**src/pkg/rssc_regs.vh**
```
// register map, field positions, reset values and timing constants
`ifndef RSSC_REGS_VH
`define RSSC_REGS_VH
`define RSSC_ADDR_CTRL 8'h00
`define RSSC_ADDR_STATUS 8'h04
`define RSSC_ADDR_PHASE 8'h08
`define RSSC_CTRL_EN_BIT 0
`define RSSC_CTRL_FREQ_LSB 4
`define RSSC_CTRL_FREQ_MSB 7
`define RSSC_CTRL_DIV_LSB 8
`define RSSC_CTRL_DIV_MSB 9
`define RSSC_CTRL_GC_BIT 10
`define RSSC_CTRL_OSR_LSB 12
`define RSSC_CTRL_OSR_MSB 14
`define RSSC_CTRL_RESET 32'h0000_3000
`define RSSC_PHASE_RESET 24'h00_0000
`define RSSC_STAT_SECFAIL_BIT 0
`define RSSC_STAT_READY_BIT 1
`define RSSC_STAT_MCLK_BIT 2
`define RSSC_STAT_DVALID_BIT 3
`define RSSC_STAT_SETTLED_LSB 4
`define RSSC_RESET_CMD 16'h0011
`define RSSC_FRAME_WORDS 3'h5
`define RSSC_OSR_BASE 16'h0080
`define RSSC_SETTLE_CONV 2'h3
`define RSSC_NUM_CH 3
`define RSSC_CLK_PERIOD_NS 25
`define RSSC_POR_TIME_NS 100000
`define RSSC_RSL_TIME_NS 100000
`define RSSC_REGACQ_TIME_NS 5000
`define RSSC_PAUSE_TIME_NS 2000
`endif

```
**src/rtl/rssc_top.v**
```verilog
// reset, start-up and synchronisation control with an APB register slave
// Function
// - Power-on, long pin low and serial command all reset; converter off.
// - After power-on interval data-ready rises; earlier serial traffic ignored.
// - Pin held low past threshold resets until the pin returns high.
// - Serial reset command word is 0011h.
// - Reset command in first word acts only when the frame completes.
// - A frame is complete only after five words.
// - Reset at once on latch; host waits acquisition time afterwards.
// - Secondary-fail bit readable by status word or status register read.
// - Secondary-fail latched high at power-up, cleared by first read; here a read leaves it set while the converter is off or its supply down.
// - Data-ready fall marks new data, valid only if no fail in period.
// - Pin or command reset clears enable; start-up without supply ramp.
// - Low pulse between one main-clock period and threshold synchronises.
// - Main clock resuming re-enables converter; registers are kept.
// - Sync edge compared to data-rate clock; misaligned resets filters.
// - Global-chop mode restarts conversions on every sync falling edge.
// - Phase settings survive sync; results settle after three conversions.
// - Global-chop mode also restarts conversions on a ratio change.
//
// Chosen here: the APB slave port and the placing of the registers.
`include "rssc_regs.vh"
`timescale 1ns/1ps
`default_nettype none
module rssc_top #(
    parameter POR_TIME_NS = `RSSC_POR_TIME_NS,
    parameter RSL_TIME_NS = `RSSC_RSL_TIME_NS
) (
    input wire CLK_SYS,
    input wire RST,
    input wire PSEL,
    input wire PENABLE,
    input wire PWRITE,
    input wire [7:0] PADDR,
    input wire [31:0] PWDATA,
    output reg [31:0] PRDATA,
    output wire PREADY,
    output wire PSLVERR,
    input wire SYNC_RESET_N,
    input wire MAIN_CLOCK_IN,
    input wire SEC_SUPPLY_OK,
    input wire [15:0] FRAME_WORD,
    input wire FRAME_WORD_STB,
    input wire FRAME_END,
    input wire STATUS_WORD_STB,
    output reg DATA_READY_OUTPUT,
    output reg SERIAL_READY,
    output reg ISO_CONVERTER_ENABLE,
    output reg [3:0] ISO_CONVERTER_FREQ,
    output reg [1:0] CLOCK_DIVIDER,
    output reg DATA_VALID,
    output reg FILTER_RESET,
    output reg [2:0] CH_SETTLED
);
    localparam CLK_NS = `RSSC_CLK_PERIOD_NS;
    localparam POR_CYC = (POR_TIME_NS + CLK_NS - 1) / CLK_NS;
    localparam RSL_CYC = RSL_TIME_NS / CLK_NS;
    localparam ACQ_CYC = (`RSSC_REGACQ_TIME_NS + CLK_NS - 1) / CLK_NS;
    localparam PAUSE_CYC = `RSSC_PAUSE_TIME_NS / CLK_NS;
    localparam [1:0] ST_POR = 2'h0;
    localparam [1:0] ST_PINRST = 2'h1;
    localparam [1:0] ST_ACQ = 2'h2;
    localparam [1:0] ST_RUN = 2'h3;

    wire pin_lvl;
    wire pin_fall;
    wire pin_rise;
    wire mclk_rise;
    wire sec_ok;

    rssc_pin_sync #(.INIT(1'b1)) u_pin_sync (
        .clk(CLK_SYS),
        .rst(RST),
        .din(SYNC_RESET_N),
        .q(pin_lvl),
        .rise(pin_rise),
        .fall(pin_fall)
    );
    rssc_pin_sync #(.INIT(1'b0)) u_mclk_sync (
        .clk(CLK_SYS),
        .rst(RST),
        .din(MAIN_CLOCK_IN),
        .q(),
        .rise(mclk_rise),
        .fall()
    );
    rssc_pin_sync #(.INIT(1'b0)) u_sec_sync (
        .clk(CLK_SYS),
        .rst(RST),
        .din(SEC_SUPPLY_OK),
        .q(sec_ok),
        .rise(),
        .fall()
    );

    reg [1:0] state_ff;
    reg [1:0] nxt_state;
    reg [19:0] timer_ff;
    reg [19:0] low_cnt_ff;
    reg mclk_seen_ff;
    reg aligned_ff;
    reg [2:0] frame_cnt_ff;
    reg first_reset_ff;
    reg cmd_reset;
    reg [31:0] ctrl_ff;
    reg [23:0] phase_ff;
    reg secfail_ff;
    reg [15:0] idle_cnt_ff;
    reg [15:0] rate_cnt_ff;
    reg [2:0] osr_prev_ff;
    reg period_fail_ff;

    wire running = (state_ff == ST_RUN);
    wire apb_acc = PSEL & PENABLE;
    wire apb_wr = apb_acc & PWRITE & running;
    wire is_ctrl = (PADDR == `RSSC_ADDR_CTRL);
    wire is_stat = (PADDR == `RSSC_ADDR_STATUS);
    wire is_phase = (PADDR == `RSSC_ADDR_PHASE);
    wire mapped = is_ctrl | is_stat | is_phase;
    wire en_bit = ctrl_ff[`RSSC_CTRL_EN_BIT];
    wire gc_mode = ctrl_ff[`RSSC_CTRL_GC_BIT];
    wire [2:0] osr_code = ctrl_ff[`RSSC_CTRL_OSR_MSB:`RSSC_CTRL_OSR_LSB];
    wire [15:0] osr_len = `RSSC_OSR_BASE << osr_code;
    wire mclk_run = (idle_cnt_ff < PAUSE_CYC[15:0]);
    wire conv_on = running & en_bit & mclk_run & sec_ok;
    wire live_fail = ~sec_ok | ~ISO_CONVERTER_ENABLE;
    wire stat_read = (apb_acc & ~PWRITE & is_stat) | (STATUS_WORD_STB & running);
    wire cfg_clear = ~running | cmd_reset;
    wire pin_long = ~pin_lvl & (low_cnt_ff > RSL_CYC[19:0]);
    wire sync_pulse = pin_rise & running & mclk_seen_ff & ~pin_long;
    wire gc_restart = running & gc_mode &
        (pin_fall | (osr_code != osr_prev_ff));
    wire wrap = conv_on & mclk_rise & (rate_cnt_ff == osr_len - 16'h0001);
    wire restart = gc_restart | (sync_pulse & ~gc_mode & ~aligned_ff);

    assign PREADY = 1'b1;
    assign PSLVERR = apb_acc & ~mapped;

    // no serial frame can bypass the sequence; a command reset is a pulse
    always @* begin
        nxt_state = state_ff;
        case (state_ff)
            ST_POR: begin
                if (timer_ff >= POR_CYC[19:0] - 20'h00001)
                    nxt_state = ST_RUN;
            end
            ST_PINRST: begin
                if (pin_lvl)
                    nxt_state = ST_ACQ;
            end
            ST_ACQ: begin
                if (pin_long)
                    nxt_state = ST_PINRST;
                else if (timer_ff >= ACQ_CYC[19:0] - 20'h00001)
                    nxt_state = ST_RUN;
            end
            ST_RUN: begin
                if (pin_long)
                    nxt_state = ST_PINRST;
                else if (cmd_reset)
                    nxt_state = ST_ACQ;
            end
            default: nxt_state = ST_POR;
        endcase
    end

    always @(posedge CLK_SYS) begin
        if (RST) begin
            state_ff <= ST_POR;
            timer_ff <= 20'h00000;
        end else begin
            state_ff <= nxt_state;
            if (nxt_state != state_ff)
                timer_ff <= 20'h00000;
            else if (timer_ff != 20'hFFFFF)
                timer_ff <= timer_ff + 20'h00001;
        end
    end

    // pulse width measured in system cycles; a main-clock edge during the low pulse is flagged, not counted
    always @(posedge CLK_SYS) begin
        if (RST) begin
            low_cnt_ff <= 20'h00000;
            mclk_seen_ff <= 1'b0;
            aligned_ff <= 1'b0;
        end else if (pin_lvl) begin
            low_cnt_ff <= 20'h00000;
            if (!pin_rise)
                mclk_seen_ff <= 1'b0;
        end else begin
            if (low_cnt_ff != 20'hFFFFF)
                low_cnt_ff <= low_cnt_ff + 20'h00001;
            if (mclk_rise)
                mclk_seen_ff <= 1'b1;
            if (pin_fall)
                aligned_ff <= (rate_cnt_ff == 16'h0000);
        end
    end

    // frame tracking for the serial reset command
    always @(posedge CLK_SYS) begin
        if (RST || !running) begin
            frame_cnt_ff <= 3'h0;
            first_reset_ff <= 1'b0;
            cmd_reset <= 1'b0;
        end else begin
            cmd_reset <= 1'b0;
            if (FRAME_END) begin
                frame_cnt_ff <= 3'h0;
                first_reset_ff <= 1'b0;
                if (first_reset_ff && frame_cnt_ff >= `RSSC_FRAME_WORDS)
                    cmd_reset <= 1'b1;
            end else if (FRAME_WORD_STB) begin
                if (frame_cnt_ff == 3'h0)
                    first_reset_ff <= (FRAME_WORD == `RSSC_RESET_CMD);
                if (frame_cnt_ff != `RSSC_FRAME_WORDS)
                    frame_cnt_ff <= frame_cnt_ff + 3'h1;
            end
        end
    end

    // configuration; writes refused until the serial side is ready
    always @(posedge CLK_SYS) begin
        if (RST || cfg_clear) begin
            ctrl_ff <= `RSSC_CTRL_RESET;
            phase_ff <= `RSSC_PHASE_RESET;
        end else if (apb_wr) begin
            if (is_ctrl)
                ctrl_ff <= PWDATA;
            if (is_phase)
                phase_ff <= PWDATA[23:0];
        end
    end

    // latched fail flag: hardware set wins over the read clear
    always @(posedge CLK_SYS) begin
        if (RST || cfg_clear)
            secfail_ff <= 1'b1;
        else if (live_fail && ISO_CONVERTER_ENABLE)
            secfail_ff <= 1'b1;
        else if (stat_read)
            secfail_ff <= live_fail;
    end

    // pause detection on the sampled main clock
    always @(posedge CLK_SYS) begin
        if (RST)
            idle_cnt_ff <= PAUSE_CYC[15:0];
        else if (mclk_rise)
            idle_cnt_ff <= 16'h0000;
        else if (idle_cnt_ff < PAUSE_CYC[15:0])
            idle_cnt_ff <= idle_cnt_ff + 16'h0001;
    end

    always @(posedge CLK_SYS) begin
        if (RST) begin
            ISO_CONVERTER_ENABLE <= 1'b0;
            ISO_CONVERTER_FREQ <= 4'h0;
            CLOCK_DIVIDER <= 2'h0;
            SERIAL_READY <= 1'b0;
        end else begin
            // register kept across a pause, so the converter comes back
            ISO_CONVERTER_ENABLE <= running & (nxt_state == ST_RUN) &
                en_bit & mclk_run;
            ISO_CONVERTER_FREQ <=
                ctrl_ff[`RSSC_CTRL_FREQ_MSB:`RSSC_CTRL_FREQ_LSB];
            CLOCK_DIVIDER <= ctrl_ff[`RSSC_CTRL_DIV_MSB:`RSSC_CTRL_DIV_LSB];
            SERIAL_READY <= (nxt_state == ST_RUN);
        end
    end

    // data-rate clock in main-clock edges; data_ready_output low for the first half
    always @(posedge CLK_SYS) begin
        if (RST) begin
            rate_cnt_ff <= 16'h0000;
            osr_prev_ff <= 3'h0;
            period_fail_ff <= 1'b1;
            DATA_READY_OUTPUT <= 1'b0;
            DATA_VALID <= 1'b0;
            FILTER_RESET <= 1'b0;
        end else begin
            osr_prev_ff <= osr_code;
            FILTER_RESET <= restart;
            if (!running) begin
                rate_cnt_ff <= 16'h0000;
                period_fail_ff <= 1'b1;
                DATA_READY_OUTPUT <= (nxt_state == ST_RUN);
                DATA_VALID <= 1'b0;
            end else if (restart) begin
                rate_cnt_ff <= 16'h0000;
                period_fail_ff <= secfail_ff;
                DATA_READY_OUTPUT <= 1'b1;
            end else begin
                if (secfail_ff)
                    period_fail_ff <= 1'b1;
                if (wrap) begin
                    rate_cnt_ff <= 16'h0000;
                    DATA_READY_OUTPUT <= 1'b0;
                    DATA_VALID <= ~period_fail_ff & ~secfail_ff;
                    period_fail_ff <= secfail_ff;
                end else if (conv_on && mclk_rise) begin
                    rate_cnt_ff <= rate_cnt_ff + 16'h0001;
                    if (rate_cnt_ff == (osr_len >> 1))
                        DATA_READY_OUTPUT <= 1'b1;
                end else if (!conv_on) begin
                    DATA_READY_OUTPUT <= 1'b1;
                end
            end
        end
    end

    // per-channel settling; phase settings untouched by a restart
    genvar ch;
    generate
        for (ch = 0; ch < `RSSC_NUM_CH; ch = ch + 1) begin : g_ch
            reg [1:0] conv_cnt_ff;
            always @(posedge CLK_SYS) begin
                if (RST || !running || restart) begin
                    conv_cnt_ff <= 2'h0;
                    CH_SETTLED[ch] <= 1'b0;
                end else begin
                    if (wrap && conv_cnt_ff != `RSSC_SETTLE_CONV)
                        conv_cnt_ff <= conv_cnt_ff + 2'h1;
                    CH_SETTLED[ch] <= (conv_cnt_ff == `RSSC_SETTLE_CONV);
                end
            end
        end
    endgenerate

    // read data staged in the setup phase, so zero wait states
    always @(posedge CLK_SYS) begin
        if (RST) begin
            PRDATA <= 32'h0000_0000;
        end else if (PSEL && !PENABLE && !PWRITE) begin
            PRDATA <= 32'h0000_0000;
            if (is_ctrl)
                PRDATA <= ctrl_ff;
            else if (is_phase)
                PRDATA <= {8'h00, phase_ff};
            else if (is_stat) begin
                PRDATA[`RSSC_STAT_SECFAIL_BIT] <= secfail_ff;
                PRDATA[`RSSC_STAT_READY_BIT] <= SERIAL_READY;
                PRDATA[`RSSC_STAT_MCLK_BIT] <= mclk_run;
                PRDATA[`RSSC_STAT_DVALID_BIT] <= DATA_VALID;
                PRDATA[`RSSC_STAT_SETTLED_LSB+2:`RSSC_STAT_SETTLED_LSB]
                    <= CH_SETTLED;
            end
        end
    end
endmodule // rssc_top
`default_nettype wire

```
**src/rtl/rssc_pin_sync.v**
```verilog
// two-flop synchroniser with edge pulses for an asynchronous pin
`timescale 1ns/1ps
`default_nettype none
module rssc_pin_sync #(
    parameter INIT = 1'b0
) (
    input wire clk,
    input wire rst,
    input wire din,
    output wire q,
    output wire rise,
    output wire fall
);
    reg meta_ff;
    reg sync_ff;
    reg last_ff;

    always @(posedge clk) begin
        if (rst) begin
            meta_ff <= INIT;
            sync_ff <= INIT;
            last_ff <= INIT;
        end else begin
            meta_ff <= din;
            sync_ff <= meta_ff;
            last_ff <= sync_ff;
        end
    end

    assign q = sync_ff;
    assign rise = sync_ff & ~last_ff;
    assign fall = ~sync_ff & last_ff;
endmodule // rssc_pin_sync
`default_nettype wire

```
**config.mk**
```make
export PLATFORM = sky130hd
export DESIGN_NAME = rssc_top
export DESIGN_NICKNAME = d
export VERILOG_FILES = /design/src/rtl/rssc_top.v /design/src/rtl/rssc_pin_sync.v
export VERILOG_INCLUDE_DIRS = /design/src /design/src/pkg
export SDC_FILE = /design/constraint.sdc
export NUM_CORES = 1
export LEC_CHECK = 0
export ABC_AREA = 1
export ABC_CLOCK_PERIOD_IN_PS = 5600
export BUFFER_PORTS_ARGS = -buffer_cell sky130_fd_sc_hd__buf_2
export CAP_MARGIN = 10
export CORE_AREA = 2 2 125 127
export DETAILED_ROUTE_END_ITERATION = 16
export DIE_AREA = 0 0 127 129
export PLACE_DENSITY = 0.87
export SYNTH_ARGS = -nofsm -noshare
export SYNTH_HDL_FRONTEND = slang
export SYNTH_HIERARCHICAL = 1
export SYNTH_SLANG_ARGS = --single-unit
```
**constraint.sdc**
```tcl
create_clock -name CLK_SYS -period 5.6 [get_ports CLK_SYS]
set_input_delay 0.28 -clock CLK_SYS [delete_from_list [all_inputs] [get_ports CLK_SYS]]
set_output_delay 0.28 -clock CLK_SYS [all_outputs]
set_load 0.01 [all_outputs]
```
After elaboration in Yosys (flattened, before gate mapping)
Cells that the tools add are included.
{ "totals": {"regBits": 202, "input_bits": 67, "out_inout_bits": 48} }
{ "op_classes": {"addsub": 9, "n_lt_le_gt_ge": 5, "n_eq_ne": 23, "shifts": 1, "mux": 26, "bitwise": 49, "reduce_logical": 37} }
{ "ops": {"columns": ["cell", "n"], "rows": [
  ["20-bit by 1-bit adder with 20-bit output (second input constant)", 2],
  ["20-bit inequality test (second input constant)", 2],
  ["16-bit by 1-bit adder with 16-bit output (second input constant)", 2],
  ["32-bit two-way mux", 1],
  ["7-bit two-way mux", 4],
  ["1-bit bitwise AND", 27],
  ["20-bit by 12-bit >= comparator with 1-bit output (second input constant)", 1],
  ["20-bit by 8-bit >= comparator with 1-bit output (second input constant)", 1],
  ["20-bit by 12-bit greater-than comparator with 1-bit output (second input constant)", 1],
  ["17-bit two-way mux", 1],
  ["16-bit by 15-bit == test with 1-bit output", 1],
  ["16-bit == test", 1],
  ["16-bit by 5-bit == test with 1-bit output (second input constant)", 1],
  ["16-bit zero test", 1],
  ["16-bit by 7-bit < comparator with 1-bit output (second input constant)", 1],
  ["2-bit AND reduction", 8],
  ["8-bit by 3-bit left shift with 16-bit output (first input constant)", 1],
  ["16-bit by 1-bit subtractor with 16-bit output (second input constant)", 1],
  ["1-bit NOT", 15],
  ["2-bit OR reduction", 7],
  ["1-bit two-way mux", 13],
  ["2-bit == test (second input constant)", 6],
  ["2-bit two-way mux", 6],
  ["8-bit by 3-bit == test with 1-bit output (second input constant)", 1],
  ["other kinds (22)", 45]
]} }

Logic depth before layout (Yosys ltp)
Gate-level depths: netlist (run 1).
{ "logic_depth": {"ltp_word": 10, "mapped_depth": 16, "depth_no_buf": 15} }

By module
Netlist (run 1), hierarchy kept.
{ "by_module_without_submodules": {"columns": ["mod", "n_inst", "cells_each", "area_each_um2", "seq_area_each_um2"], "rows": [
  ["rssc_top", 1, 1220, 9037.4, 3883.7],
  ["rssc_pin_sync (u_mclk_sync ...)", 2, 12, 93.8, 60.1],
  ["rssc_pin_sync (u_pin_sync)", 1, 13, 97.6, 60.1]
]} }

Worst setup path before layout (run 1)
No wires, ideal clock.
{ "synth_timing": {"path_type": "flip-flop to flip-flop", "startpoint": "register timer_ff[0]", "endpoint": "register timer_ff[9]", "setup_time_ps": 116, "t_arrival_ps": 1649, "path_slack_ps": 3835, "stages_incl_launch_ff": 14, "cell_sequence": "dfxtp_1 ha_1 nand2_2 nor2_4 nand2_2 nor2_4 nand2_2 nor2_4 nand2_4 inv_4 nor2_2 nand4_1 xor2_1 nor2_1"} }
{ "synth_via": {"elab_chain_cells": 6, "word_cells_on_any_way": 10, "cone_classes": "add/sub: 1; order compare: 2; eq/ne: 2; mux: 4; reduce/logical: 1"} }
{ "synth_lines": {"columns": ["element", "line_no", "source"], "rows": [
  ["start: declaration", "rssc_top.v:98", "reg [19:0] timer_ff;"],
  ["start signal: assignment", "rssc_top.v:176", "timer_ff <= timer_ff + 20'h00001;"],
  ["20-bit by 8-bit >= comparator with 1-bit output", "rssc_top.v:154", "else if (timer_ff >= ACQ_CYC[19:0] - 20'h00001)"],
  ["2-bit two-way mux", "rssc_top.v:154", null],
  ["2-bit two-way mux", "rssc_top.v:152", "if (pin_long)"],
  ["2-bit one-hot mux with 4 select lines", "rssc_top.v:142", "case (state_ff)"],
  ["2-bit inequality test", "rssc_top.v:173", "if (nxt_state != state_ff)"],
  ["2-bit OR reduction (no source line)", null, null]
]} }
Several ways; a longest one is shown, not always the timed one.
A chain may end at the register's enable or synchronous reset.

Final worst setup path (run 1)
{ "layout_timing": {"startpoint": "register state_ff[0]", "endpoint": "register ctrl_ff[13]"} }
{ "layout_via": {"elab_chain_cells": 4, "word_cells_on_any_way": 6, "cone_classes": "eq/ne: 1; bitwise: 3; reduce/logical: 2"} }
{ "layout_lines": {"columns": ["element", "line_no", "source"], "rows": [
  ["start: declaration", "rssc_top.v:96", "reg [1:0] state_ff;"],
  ["start signal: assignment", "rssc_top.v:172", "state_ff <= nxt_state;"],
  ["2-bit == test (*)", "rssc_top.v:113", "wire running = (state_ff == ST_RUN);"],
  ["1-bit NOT (no source line)", null, null],
  ["1-bit OR", "rssc_top.v:128", "wire cfg_clear = ~running | cmd_reset;"],
  ["1-bit logical OR", "rssc_top.v:224", "if (RST || cfg_clear) begin"],
  ["end signal: assignment", "rssc_top.v:225", "ctrl_ff <= `RSSC_CTRL_RESET;"],
  ["end: declaration", "rssc_top.v:105", "reg [31:0] ctrl_ff;"]
]} }
Every way passes the cells marked *; elsewhere a longest branch is shown, timed or not.

==> results of run 1 <==
[registers in the layout, summed over array words and instances (netlist names), 2 cells and up]
| signal | count |
|---|---|
| PRDATA | 32 |
| idle_cnt_ff | 16 |
| phase_ff | 24 |
| state_ff | 2 |
| osr_prev_ff | 3 |
| g_ch.conv_cnt_ff | 6 |
| rate_cnt_ff | 16 |
| CH_SETTLED | 3 |
| CLOCK_DIVIDER | 2 |
| low_cnt_ff | 20 |
| timer_ff | 20 |
| frame_cnt_ff | 3 |
| ISO_CONVERTER_FREQ | 4 |
| ctrl_ff | 32 |
[power by group]
part	switching, mW	leakage [nW]	internal (mW)
Combinational	0.0671	2.35	0.0455
Sequential	0.0129	1.63	1.46
Clock	0.572	0.381	0.956
Total	0.652	4.36	2.46
[critical path, stage by stage, from the launching register on]
cell      delay [ps]
dfxtp_1          460
nand2_2          170
clkinv_2         150
nand2_1           60
nor2_1           120
nand2_1          690
inv_2            670
nand2_1          120
o211ai_1         100
[layout by cell type (no fill, tap or decap), drive strengths merged, types with 4 or more instances in the layout]
cell / n
xor2: 26
clkbuf: 27
clkinv: 7
inv: 154
a41oi: 7
nor2: 237
buf: 117
nor3: 29
dfxtp: 202
ha: 12
nand4: 26
a21oi: 68
nand2: 216
nor4: 10
bufinv: 4
or2: 4
xnor2: 10
o21ai: 98
nand3: 62
o211ai: 27
[stage by stage]
step	instance area, um^2	hold WS (ps)
3_5_place_dp	9900	395
3_3_place_gp	9900	390
4_1_cts	10700	7.44
5_1_grt	10700	35.9
2_1_floorplan	9280	351
6_report	10700	17.4
[how the worst max path moves through the flow]
stage / startpoint / end / slack, ps / depth (start not counted)
global placement: PADDR[7] / ctrl_ff[12] / 2840 / 8
global route: state_ff[0] / ctrl_ff[13] / 2690 / 8
detailed placement: PADDR[5] / ctrl_ff[13] / 2790 / 9
floorplan: timer_ff[0] / timer_ff[9] / 3830 / 13
finish: state_ff[0] / ctrl_ff[13] / 2960 / 8
CTS: timer_ff[0] / timer_ff[1] / 3010 / 12
[layer usage]
layer	up-vias	part of all wire
met5	-	0
met4	0	0.024
met3	55	0.059
met2	285	0.48
met1	3917	0.44
li1	4246	-
[repair_timing]
action,in CTS,in global routing
endpoints found under the setup margin,0,0
hold endpoints to repair,3,0
hold buffers,3,0
buffers inserted,0,0
[area by class of cell]
class | instances | area share
clock buffers | 27 | 0.0571
well taps | 188 | 0.0220
inverters | 155 | 0.0552
clock inverters | 10 | 0.0144
flip-flops and latches | 202 | 0.378
repair buffers | 120 | 0.0585
multi-input cells | 849 | 0.415
==> results.json, run 1 <==
{
  "nets": 1429,
  "core_um2": 15000,
  "antenna_found_initial": 0,
  "met2_usage": 0.465,
  "fin_setup_tns_ps": 0,
  "power_mw": 3.11,
  "start_kind": "flip-flop",
  "fill_cells": 1163,
  "fin_crit_sh": 0.471,
  "finalSetupViolCount": 0,
  "via_per_inst": 5.48,
  "holdPathStages": 3,
  "grt_pass1_wl_mm": 36.5,
  "max_slew.worst_pin.slew_ps": 1180,
  "die_h_um": 129,
  "gr-max-usage-layer": "met2",
  "clk_path_buf_depth": 3,
  "p_leak_nw": 4.36,
  "use_met3": 0.0432,
  "rr_startpoint": "state_ff[0]",
  "place_congestion": 0.934,
  "dieWidth_um": 127,
  "cts_sinks": 202,
  "use_met1": 0.344,
  "min_to": "ctrl_ff[12]",
  "clkSlewWorstSetupHoldPaths_ps": 60,
  "avgSynthCellArea_um2": 7.43,
  "cts_tree": "done",
  "rsz0062_at_grt": "false",
  "reg2reg_depth": 8,
  "drc": 0,
  "final_layout_size_suffix_gt1_frac": 0.175,
  "hp-start": "PWDATA[12]",
  "ir_drop_uv": 219,
  "timing.rr.end": "ctrl_ff[13]",
  "htree_levels": 1,
  "clock_latency_ps": 500,
  "slew_viol_final": 0,
  "ant_nets": 0,
  "worstHoldPathType": "in -> reg",
  "area_delta_synth_final_pct": 15.3,
  "grt-ovfl-total": 0,
  "post-route-util": 0.714,
  "dieArea_um2": 16400,
  "worst_slack_ps": 2960,
  "endpoint_kind": "flip-flop",
  "numCtsBuffers": 22,
  "cp_max_fo": 40,
  "maxCapViolations": 0,
  "min_period_ps": 2640,
  "outcome": "finished clean",
  "rows": 45,
  "num_vias": 8503,
  "stdcell_count": 1551,
  "dp_hpwl_mm": 14.9,
  "crit_arrival_ps": 3050,
  "drt_iter0_drc": 650,
  "numPortBuffers": 113,
  "syn_nets": 1328,
  "multi_input_area_um2": 4430,
  "synthCells": 1249,
  "seq_area_um2": 4040,
  "crit_type": "reg -> reg",
  "cts_resized": 0,
  "fmax_mhz": 379,
  "worstPathRequired_ps": 6010,
  "fin_skew_ps": 13.0,
  "syn-cell-area_um2": 9280,
  "relSlewSlack": 0.210,
  "place_inst": 1511,
  "grt_max_degree": 65,
  "track_usage": 0.268,
  "initial_utilization": 0.619,
  "pin_count": 115,
  "grt_pass1_vias": 7869,
  "place_ws_ps": 2790,
  "insertedDiodeCount": 0,
  "totalWireLength_mm": 22.1,
  "hold_viol": 0,
  "power_density_nw_per_um2": 291,
  "route.detailed.wl_per_inst_um": 14.3,
  "ys.warnings.count": 6,
  "drt_pass1_iterations": 5,
  "root_buffer": "clkbuf_16",
  "r2r_slack_ps": 2960
}
(Power assumes the default switching activity.)
==> inputs of run 2 (changes only) <==
--- a/config.mk
+++ b/config.mk
@@ -7,13 +7,13 @@
 export NUM_CORES = 1
 export LEC_CHECK = 0
 export ABC_AREA = 1
-export ABC_CLOCK_PERIOD_IN_PS = 5600
+export ABC_CLOCK_PERIOD_IN_PS = 2200
 export BUFFER_PORTS_ARGS = -buffer_cell sky130_fd_sc_hd__buf_2
 export CAP_MARGIN = 10
-export CORE_AREA = 2 2 125 127
+export CORE_AREA = 2 2 136 138
 export DETAILED_ROUTE_END_ITERATION = 16
-export DIE_AREA = 0 0 127 129
-export PLACE_DENSITY = 0.87
+export DIE_AREA = 0 0 138 140
+export PLACE_DENSITY = 0.78
 export SYNTH_ARGS = -nofsm -noshare
 export SYNTH_HDL_FRONTEND = slang
 export SYNTH_HIERARCHICAL = 1
==> constraint.sdc (replaced) <==
create_clock -name CLK_SYS -period 2.2 [get_ports CLK_SYS]
set_input_delay 0.11 -clock CLK_SYS [delete_from_list [all_inputs] [get_ports CLK_SYS]]
set_output_delay 0.11 -clock CLK_SYS [all_outputs]
set_load 0.01 [all_outputs]
==> run 2 against run 1 <==
  * Hold slack better by 8.1 ps
  * Critical path depth up 5
  * Fmax up 32%
  * Die area up 18%
  * Combinational power rose to 3.1 times the previous value
  * Via count up 1.9%
  * Setup slack worse by 2800 ps
  * Sequential power rose to 2.5 times the previous value
  * Critical path type unchanged
  * Largest power group unchanged
  * Highest routed layer unchanged
==> results.json, run 2 (synthesis gave the netlist of run 1 again) <==
{
  "finalSetupViolCount": 0,
  "track_usage": 0.225,
  "min_period_ps": 2010,
  "final_layout_size_suffix_gt1_frac": 0.183,
  "cpPeakStageDelay_ps": 380,
  "numPortBuffers": 113,
  "power_density_nw_per_um2": 698,
  "grt-ovfl-total": 0,
  "slowest_stage": "dfxtp_1",
  "reg2reg_depth": 13,
  "worst_slack_ps": 194,
  "rows": 49,
  "max_slew.worst_pin.slew_ps": 505,
  "dp_hpwl_mm": 15.4,
  "cp_cell_sequence": "ha_2, nand2_2, nor2_4, nand2_2, nor2_4, nand2_2, nor2_4, nand2_4, inv_4, nor2_2, nand4_1, xor2_1, nor2_1",
  "route.detailed.wl_per_inst_um": 13.7,
  "stdcell_count": 1650,
  "initial_utilization": 0.522,
  "multi_input_area_um2": 4450,
  "critPathLaunch": "timer_ff[1]",
  "numCtsBuffers": 23,
  "grt_pass1_vias": 7947,
  "fin_skew_ps": 15.4,
  "fill_cells": 1530,
  "layout_commonest_cell": "nor2_1",
  "fin_setup_tns_ps": 0,
  "drt_iter0_drc": 575,
  "area_delta_synth_final_pct": 21.6,
  "place_ws_ps": 216,
  "via_per_inst": 5.25,
  "ant_nets": 0,
  "slew_viol_final": 0,
  "dieWidth_um": 138,
  "relSlewSlack": 0.661,
  "grt_max_degree": 58,
  "place_inst": 1567,
  "antenna_found_initial": 0,
  "crit_arrival_ps": 2400,
  "clock_latency_ps": 510,
  "core_um2": 17800,
  "insertedDiodeCount": 0,
  "totalWireLength_mm": 22.6,
  "timing.rr.end": "timer_ff[9]",
  "cp_max_fo": 10,
  "rr_startpoint": "timer_ff[1]",
  "fin_crit_sh": 0.912,
  "maxCapViolations": 0,
  "crit_type": "reg -> reg",
  "rsz0062_at_grt": "false",
  "clkSlewWorstSetupHoldPaths_ps": 60,
  "pin_count": 115,
  "postCtsSetupBuffers": 0,
  "endpoint": "timer_ff[9]",
  "nets": 1484,
  "endpoint_kind": "flip-flop",
  "largestRegisters": "PRDATA: 32 flops, ctrl_ff: 32 flops, phase_ff: 24 flops",
  "p_leak_nw": 4.60,
  "start_kind": "flip-flop",
  "holdPathStages": 3,
  "htree_levels": 1,
  "final_cell_mix": "nor2_1, dfxtp_1, nand2_1",
  "die_h_um": 140,
  "place_congestion": 0.873,
  "power_mw": 7.87,
  "cts_sinks": 202,
  "root_buffer": "clkbuf_16",
  "hold_viol": 0,
  "grt_pass1_wl_mm": 37.1,
  "worstHoldPathType": "in -> reg",
  "outcome": "finished clean",
  "worstPathRequired_ps": 2600,
  "drc": 0,
  "dieArea_um2": 19300,
  "seq_area_um2": 4050,
  "r2r_slack_ps": 190,
  "drt_pass1_iterations": 5,
  "fmax_mhz": 499,
  "ir_drop_uv": 547,
  "num_vias": 8667,
  "clk_path_buf_depth": 3,
  "cts_tree": "done"
}
==> run 2: changes by cell type in the layout (fill, tap and decap cells not counted), moves of 2 or more <==
cell / delta
dlygate4sd3_1: +39
buf_4: +13
bufinv_16: -2
buf_12: +2
clkinvlp_4: +2
==> run 2: final cells by class <==
type,count,area share
multi-input combinational,849,0.394
sequential,202,0.359
timing repair buffer,174,0.102
clock buffer,28,0.0554
inverter,155,0.0524
tap,229,0.0254
clock inverter,13,0.0116
==> run 2: report_power, final <==
group,internal [mW],switching [mW],total (mW)
sequential,3.71,0.0330,3.74
combinational,0.167,0.178,0.345
clock,2.26,1.52,3.79
total,6.14,1.73,7.87
==> run 2: metrics by stage <==
step	hold WS (ps)	util	area (um^2)
after floorplan	181	-	9280
after global placement	286	0.568	10100
after detailed placement	293	0.568	10100
after CTS	22.6	0.634	11300
after global routing	76.5	0.634	11300
final	25.4	0.634	11300
==> run 2: worst min-delay path by stage <==
stage / from / slack (ps) / to
after global routing: STATUS_WORD_STB / 80 / secfail_ff
after global placement: SYNC_RESET_N / 290 / u_pin_sync/meta_ff
final: STATUS_WORD_STB / 30 / secfail_ff
after detailed placement: SYNC_RESET_N / 290 / u_pin_sync/meta_ff
after floorplan: RST / 180 / u_mclk_sync/meta_ff
after CTS: STATUS_WORD_STB / 20 / secfail_ff
==> run 2: worst max-delay path, delay by kind of cell, from the launching register on <==
kind / cells / cell delay, ps
xor gates and xnor gates: 1 / 160
and+or+nand+nor: 10 / 990
DFF: 1 / 380
buffers and inverters: 1 / 130
adders and majority gates: 1 / 210
==> run 2: timing repair <==
action	4_1_cts	5_1_grt
hold endpoints to repair	69	0
hold buffers	42	0
resized for setup	0	3
endpoints found under the setup margin	0	3
==> run 2: metal layers <==
layer,up-vias,routed length (um),track usage
met1,3988,9910,0.292
li1,4358,-,-
met4,0,628,0.0773
met2,273,10700,0.386
met3,48,1330,0.0325
met5,-,0,0
